$ cat src/common/comm_lock_regs.vh
`ifndef COMM_LOCK_REGS_VH
`define COMM_LOCK_REGS_VH
// ----------------------------------------
// Operation codes
// ----------------------------------------
`define OP_W 3
`define OP_PUT 3'h0
`define OP_GET 3'h1
`define OP_SEND 3'h2
`define OP_RECV 3'h3
`define OP_LOCK 3'h4
`define OP_UNLOCK 3'h5
`define OP_TEST 3'h6
`define OP_ADDV 3'h7
// ----------------------------------------
// Reset values and sizes
// ----------------------------------------
`define LOCK_RST 1'b0
`define DATA_W_DEF 64
`define ADDR_W_DEF 5
`define CPU_N_DEF 8
`endif

$ cat src/verilog/cpu_arbiter.v
`timescale 1ns/100ps
`include "comm_lock_regs.vh"
// Round-robin arbiter: one grant per cycle among pending requesters
module cpu_arbiter #(
  parameter N = `CPU_N_DEF
) (
  input wire i_clk, // Clock
  input wire i_srst, // Sync reset
  input wire [N-1:0] i_req, // Pending requests
  input wire i_adv, // Advance pointer after grant
  output reg [N-1:0] o_gnt, // One-hot grant (combinational)
  output reg o_any // Any grant
);
  reg [N-1:0] prio_r;
  reg [N-1:0] prio_nxt;
  reg found;
  integer k;
  integer j;

  always @* begin
    o_gnt = {N{1'b0}};
    o_any = 1'b0;
    found = 1'b0;
    for (k = 0; k < N; k = k + 1) begin
      for (j = 0; j < N; j = j + 1) begin
        if (!found && prio_r[j] && i_req[(j + k) % N]) begin
          o_gnt[(j + k) % N] = 1'b1;
          found = 1'b1;
        end
      end
    end
    o_any = found;
    prio_nxt = prio_r;
    if (found && i_adv) begin
      prio_nxt = {o_gnt[N-2:0], o_gnt[N-1]};
    end
  end

  always @(posedge i_clk) begin
    if (i_srst) begin
      prio_r <= {{(N-1){1'b0}}, 1'b1};
    end else begin
      prio_r <= prio_nxt;
    end
  end
endmodule

$ cat src/verilog/comm_lock_store.v
// Notes on behaviour
// Put writes data, lock bit untouched
// Get reads data, lock bit untouched
// Send writes and locks only if clear
// Send status one on success, else zero
// Receive reads and unlocks only if set; the code returns the data even when the bit is clear
// Receive status one on success, else zero
// Lock sets bit; status shows prior clear
// Unlock clears bit; status shows prior set
// Test copies lock bit into carry
// Status returned per CPU as carry flag
// Add-if-valid: receive, add, send back atomically
// CPUs keep lock ops off send/receive registers
// Waiting CPU may spin on failing receive
// Memory sync stalls until loads, stores done
// Producer syncs memory before setting lock
// Consumer syncs memory before clearing lock
// Memory sync also purges data cache
// Operations atomic, serialised by arbitration
`timescale 1ns/100ps
`include "comm_lock_regs.vh"
module comm_lock_store #(
  parameter N = `CPU_N_DEF,
  parameter DW = `DATA_W_DEF,
  parameter AW = `ADDR_W_DEF
) (
  input wire i_clk, // 25 MHz clock
  input wire i_srst, // Sync reset, active high
  input wire [N-1:0] i_req, // Request level per CPU, held until done
  input wire [N*`OP_W-1:0] i_op, // Operation code per CPU
  input wire [N*AW-1:0] i_addr, // Register index per CPU
  input wire [N*DW-1:0] i_wdata, // Write data or addend per CPU
  input wire [N-1:0] i_sync, // Memory sync request per CPU
  input wire [N-1:0] i_st_pend, // Stores outstanding per CPU
  input wire [N-1:0] i_ld_pend, // Loads outstanding per CPU
  output reg [N-1:0] o_done, // Operation done pulse per CPU
  output reg [N*DW-1:0] o_rdata, // Read data per CPU
  output reg [N-1:0] o_carry, // Status into carry flag per CPU
  output reg [N-1:0] o_stall, // Stall CPU during memory sync
  output reg [N-1:0] o_purge // Data cache purge pulse per CPU
);
  // ----------------------------------------
  // Storage
  // ----------------------------------------
  localparam DEPTH = 1 << AW;
  reg [DW-1:0] data_r [0:DEPTH-1];
  reg [DEPTH-1:0] lock_r;

  wire [N-1:0] gnt;
  wire any;
  reg [N-1:0] req_q;
  reg [`OP_W-1:0] op_s;
  reg [AW-1:0] addr_s;
  reg [DW-1:0] wd_s;
  integer i;

  always @* begin
    req_q = i_req & ~o_done;
  end

  cpu_arbiter #(.N(N)) u_arb (
    .i_clk(i_clk),
    .i_srst(i_srst),
    .i_req(req_q),
    .i_adv(1'b1),
    .o_gnt(gnt),
    .o_any(any)
  );

  // Mux selected request fields
  always @* begin
    op_s = {`OP_W{1'b0}};
    addr_s = {AW{1'b0}};
    wd_s = {DW{1'b0}};
    for (i = 0; i < N; i = i + 1) begin
      if (gnt[i]) begin
        op_s = i_op[i*`OP_W +: `OP_W];
        addr_s = i_addr[i*AW +: AW];
        wd_s = i_wdata[i*DW +: DW];
      end
    end
  end

  // ----------------------------------------
  // Operation execution
  // ----------------------------------------
  reg lk;
  reg [DW-1:0] cur;
  reg wr_en;
  reg [DW-1:0] wr_val;
  reg lk_nxt;
  reg st;
  reg [DW-1:0] rd;

  always @* begin
    lk = lock_r[addr_s];
    cur = data_r[addr_s];
    wr_en = 1'b0;
    wr_val = wd_s;
    lk_nxt = lk;
    st = 1'b0;
    rd = {DW{1'b0}};
    case (op_s)
      `OP_PUT: begin
        wr_en = 1'b1;
        st = 1'b1;
      end
      `OP_GET: begin
        rd = cur;
        st = 1'b1;
      end
      `OP_SEND: begin
        wr_en = ~lk;
        lk_nxt = 1'b1;
        st = ~lk;
      end
      `OP_RECV: begin
        rd = cur;
        lk_nxt = 1'b0;
        st = lk;
      end
      `OP_LOCK: begin
        lk_nxt = 1'b1;
        st = ~lk;
      end
      `OP_UNLOCK: begin
        lk_nxt = 1'b0;
        st = lk;
      end
      `OP_TEST: begin
        st = lk;
      end
      `OP_ADDV: begin
        // Receive then send back in one slot, so the bit keeps its value
        wr_en = lk;
        wr_val = cur + wd_s;
        rd = cur + wd_s;
        st = lk;
      end
      default: begin
        st = 1'b0;
      end
    endcase
  end

  // One access per cycle makes every operation atomic
  always @(posedge i_clk) begin
    if (i_srst) begin
      lock_r <= {DEPTH{`LOCK_RST}};
    end else if (any) begin
      lock_r[addr_s] <= lk_nxt;
    end
  end

  always @(posedge i_clk) begin
    if (any && wr_en) begin
      data_r[addr_s] <= wr_val;
    end
  end

  // ----------------------------------------
  // Per-CPU answers and memory sync
  // ----------------------------------------
  genvar g;
  generate
    for (g = 0; g < N; g = g + 1) begin : cpu
      reg sync_r;
      reg sync_prev_r;
      // Edge detect on the request, so a level held past completion starts no second sync
      always @(posedge i_clk) begin
        if (i_srst) begin
          sync_prev_r <= 1'b0;
        end else begin
          sync_prev_r <= i_sync[g];
        end
      end

      always @(posedge i_clk) begin
        if (i_srst) begin
          o_done[g] <= 1'b0;
          o_carry[g] <= 1'b0;
          o_rdata[g*DW +: DW] <= {DW{1'b0}};
          o_stall[g] <= 1'b0;
          o_purge[g] <= 1'b0;
          sync_r <= 1'b0;
        end else begin
          o_done[g] <= gnt[g];
          if (gnt[g]) begin
            o_carry[g] <= st;
            o_rdata[g*DW +: DW] <= rd;
          end
          o_purge[g] <= i_sync[g] & ~sync_prev_r & ~sync_r;
          if (i_sync[g] && !sync_prev_r && !sync_r) begin
            sync_r <= 1'b1;
            o_stall[g] <= 1'b1;
          end else if (sync_r && !i_st_pend[g] && !i_ld_pend[g]) begin
            sync_r <= 1'b0;
            o_stall[g] <= 1'b0;
          end
        end
      end
    end
  endgenerate
endmodule

$ cat config.mk
export PLATFORM = sky130hd
export DESIGN_NAME = comm_lock_store
export DESIGN_NICKNAME = d
export VERILOG_FILES = /design/src/verilog/cpu_arbiter.v /design/src/verilog/comm_lock_store.v
export VERILOG_INCLUDE_DIRS = /design/src /design/src/common
export SDC_FILE = /design/constraint.sdc
export NUM_CORES = 2
export LEC_CHECK = 0
export ABC_AREA = 1
export BUFFER_PORTS_ARGS = -buffer_cell sky130_fd_sc_hd__clkbuf_2
export CELL_PAD_IN_SITES_DETAIL_PLACEMENT = 1
export CELL_PAD_IN_SITES_GLOBAL_PLACEMENT = 2
export CORE_ASPECT_RATIO = 1.2
export CORE_MARGIN = 1
export CORE_UTILIZATION = 40
export DETAILED_ROUTE_END_ITERATION = 6
export GPL_ROUTABILITY_DRIVEN = 0
export PLACE_DENSITY_LB_ADDON = 0.1
export SYNTH_ARGS = -nofsm -noshare
export SYNTH_HDL_FRONTEND = slang
export SYNTH_HIERARCHICAL = 1
export SYNTH_SLANG_ARGS = --single-unit
$ cat constraint.sdc
create_clock -name i_clk -period 34.7 [get_ports i_clk]
set_input_delay 10.41 -clock i_clk [delete_from_list [all_inputs] [get_ports i_clk]]
set_output_delay 10.41 -clock i_clk [all_outputs]
set_load 0.05 [all_outputs]
==> reports/metrics.cfg <==
[run_status]
outcome = finished with violations
violations = design-rule violations, max-capacitance violations, max-slew violations

[route]
ant_nets = 0
post_drt_wl_per_cell_um = 34.2
drcViolationCount = 9
first_iter_violations = 13140
viasPerCell = 5.75
firstDrtPassIters = 7
wl_mm = 597
via_count = 100426

[global_routing]
grt_first_pass_wirelength_mm = 800
grt_pass1_vias = 96835
grt_usage_pct = 39.7
antenna_found_initial = 86
gr-total-overflow = 0
grt_max_degree = 184

[clock_tree]
numCtsBuffers = 287
cts_sinks = 2640
cts_buffer_depth = 4
cts.clk_slew.worst_paths_ns = 0.06
post_cts_buffers = 0
ctsHoldBuffers = 0
clk_latency_ns = 0.93
cts_max_level = 5
clock-root-buffer = clkbuf_16
cts_tree = built
postCtsResizedCells = 0

[worst_setup_path]
crit_top_cell = nor2_2
critPathKind = input port to flip-flop
endpoint_kind = flip-flop
critPathMaxStageDelay_ns = 1.09
crit_path_start_kind = input port
required_ns = 35.23
worstPathArrival_ns = 25.17
cp_max_fo = 115
slowest_stage = nand2_1

[placed_design]
dpl_cell_area_mm2 = 0.126
place_ws_ns = 9.65
dp_hpwl_mm = 396
io_buffers = 1153
place.detailed.instances = 16907

[sta]
hold_viol = 0
tns_ns = 0
tightestPinTransition_ns = 1.70
setup_slack_ns = 10.06
rsz0062_at_grt = false
setup_violations = 0
drv_slew = 2
fmax_ghz = 0.0406
min_period_over_period_pct = 71.0
relSlewSlack_pct = -14.3
finalClockSkew_ns = 0.0912
min_period_ns = 24.64

[flow_run]
cap_violations = 2

[cells_and_area]
stdcell_area_mm2 = 0.135
area_growth_pct = 16.3
final_nets = 14062
drive_gt1_share_pct = 14.3
final_cells = 17455

[die]
num_rows = 216
core_area_mm2 = 0.289
die-width_um = 494
start_util_pct = 40.3
chipHeight_um = 593
fp.dieArea_mm2 = 0.293
io_pins = 1154

[synthesis]
yosysUniqueCellTypes = 58
yosys_most_used_dff = edfxtp_1
ys_ff_latch = 2640
ys_async_sr_fraction_pct = 0
avgSynthCellArea_um2 = 9.41
synth_area_leaders = edfxtp_1 (53%), dfxtp_1 (10%), nand2_1 (7.8%)
synth_area_mm2 = 0.116
synth.largest_area_cell = edfxtp_1
synth-edff-count = 2048
ys_warn_count = 6
syn_inst = 12370
netlist.area_leader.share_pct = 52.9
synth_seq_area_share_pct = 63.0

[power_and_ir_drop]
vdd_drop_max_mv = 0.0539
p_total_mw = 12.2
powerDensity_mw_per_mm2 = 90.5
cellLeakagePower_nw = 57.6

[min_path]
hold_path.class = flip-flop to flip-flop

-- state kept, by name (all words and copies together) (netlist names) --
register and flops:
o_carry 8, o_rdata 512, o_purge 8, cpu.sync_prev_r 8, lock_r 32, u_arb/prio_r 8, cpu.sync_r 8, data_r 2048
o_done 8
-- final cells by class --
type,count,area [um^2]
antenna,43,108
clock buffer,368,7720
clock inverter,137,1330
fill,32841,154000
inverter,1733,6600
multi-input combinational,7368,34000
sequential,2640,73400
tap,3815,4770
timing repair buffer,1351,7380
-- power breakdown --
group	total [mW]	internal (mW)	switching [mW]	leakage, nW
clock	3.08	1.74	1.35	4.40
sequential	4.16	4.07	0.0842	23.4
combinational	5.00	0.994	4.01	29.8
total	12.2	6.80	5.44	57.6
-- cells by family after synthesis --
family	Yosys count	synth area share [%]
muxes	1	0.00860
and+or+nand+nor	4856	17.3
other	1	0.00322
buffers and inverters	2366	7.96
AOI/OAI and AO/OA	2406	10.7
adders and majority gates	71	0.770
DFF	2640	63.0
xor gates and xnor gates	29	0.218
-- layer usage --
layer	vias up	routed length, um	GRT usage, %
met5	-	516	0.438
met4	46	47700	27.6
met3	1319	64500	12.2
met2	5185	260000	59.9
met1	50882	224000	48.7
li1	42994	-	-
-- cells in the mapped netlist (9+ instances only) --
master,number
ha_1,70
nand4_1,36
o211ai_1,13
buf_4,24
nand2_1,2425
a31oi_1,30
nor4_1,72
o21ai_0,1466
inv_2,11
buf_6,15
clkbuf_1,403
buf_2,138
a211oi_1,68
edfxtp_1,2048
a21oi_1,302
o21ai_1,474
dfxtp_1,592
nor2_1,1460
or2_2,9
nand3_2,69
xor2_1,20
nand3_1,666
xnor2_1,9
buf_1,52
a21o_1,10
nor3_1,55
nor2_2,30
inv_1,1721
-- layout by cell type (no fill, tap or decap), types with 51 or more instances in the layout --
| master | netlist | final |
|---|---|---|
| clkinv_1 | 1 | 51 |
| nor4_1 | 72 | 62 |
| clkbuf_2 | 1 | 1152 |
| nor2_1 | 1460 | 1459 |
| ha_1 | 70 | 70 |
| nor3_1 | 55 | 55 |
| buf_4 | 24 | 189 |
| nand3_2 | 69 | 69 |
| clkbuf_16 | 0 | 292 |
| nand3_1 | 666 | 666 |
| o21ai_0 | 1466 | 1439 |
| a211oi_1 | 68 | 68 |
| clkbuf_1 | 403 | 63 |
| inv_1 | 1721 | 1687 |
| dfxtp_1 | 592 | 592 |
| a21oi_1 | 302 | 302 |
| nand2_1 | 2425 | 2424 |
| edfxtp_1 | 2048 | 2048 |
| o21ai_1 | 474 | 486 |
-- worst max-delay path, delay by kind of cell --
kind	cells	cell delay, ns
AND/OR/NAND/NOR	55	10.60
AO/OA/AOI/OAI	3	0.80
adder cells (fa/ha/maj)	1	0.36
buffers and inverters	7	2.76
-- per-stage QoR --
stage / hold slack [ns] / utilization (%)
2_1_floorplan: 0.463 / -
3_3_place_gp: 0.490 / 43.6
3_5_place_dp: 0.503 / 43.6
4_1_cts: 0.515 / 46.8
5_1_grt: 0.531 / 46.8
6_report: 0.515 / 46.8
-- final timing paths --
kind	start	endpoint	slack (ns)	cells after the start
worst max-delay path	i_req[0]	data_r[12][55]	10.06	66
worst min-delay path	cpu[3].sync_r	cpu[3].sync_r	0.51	2
worst max register to register	o_done[5]	data_r[12][55]	18.93	62
worst min register to register	cpu[3].sync_r	cpu[3].sync_r	0.51	2
(Power assumes the default switching activity.)
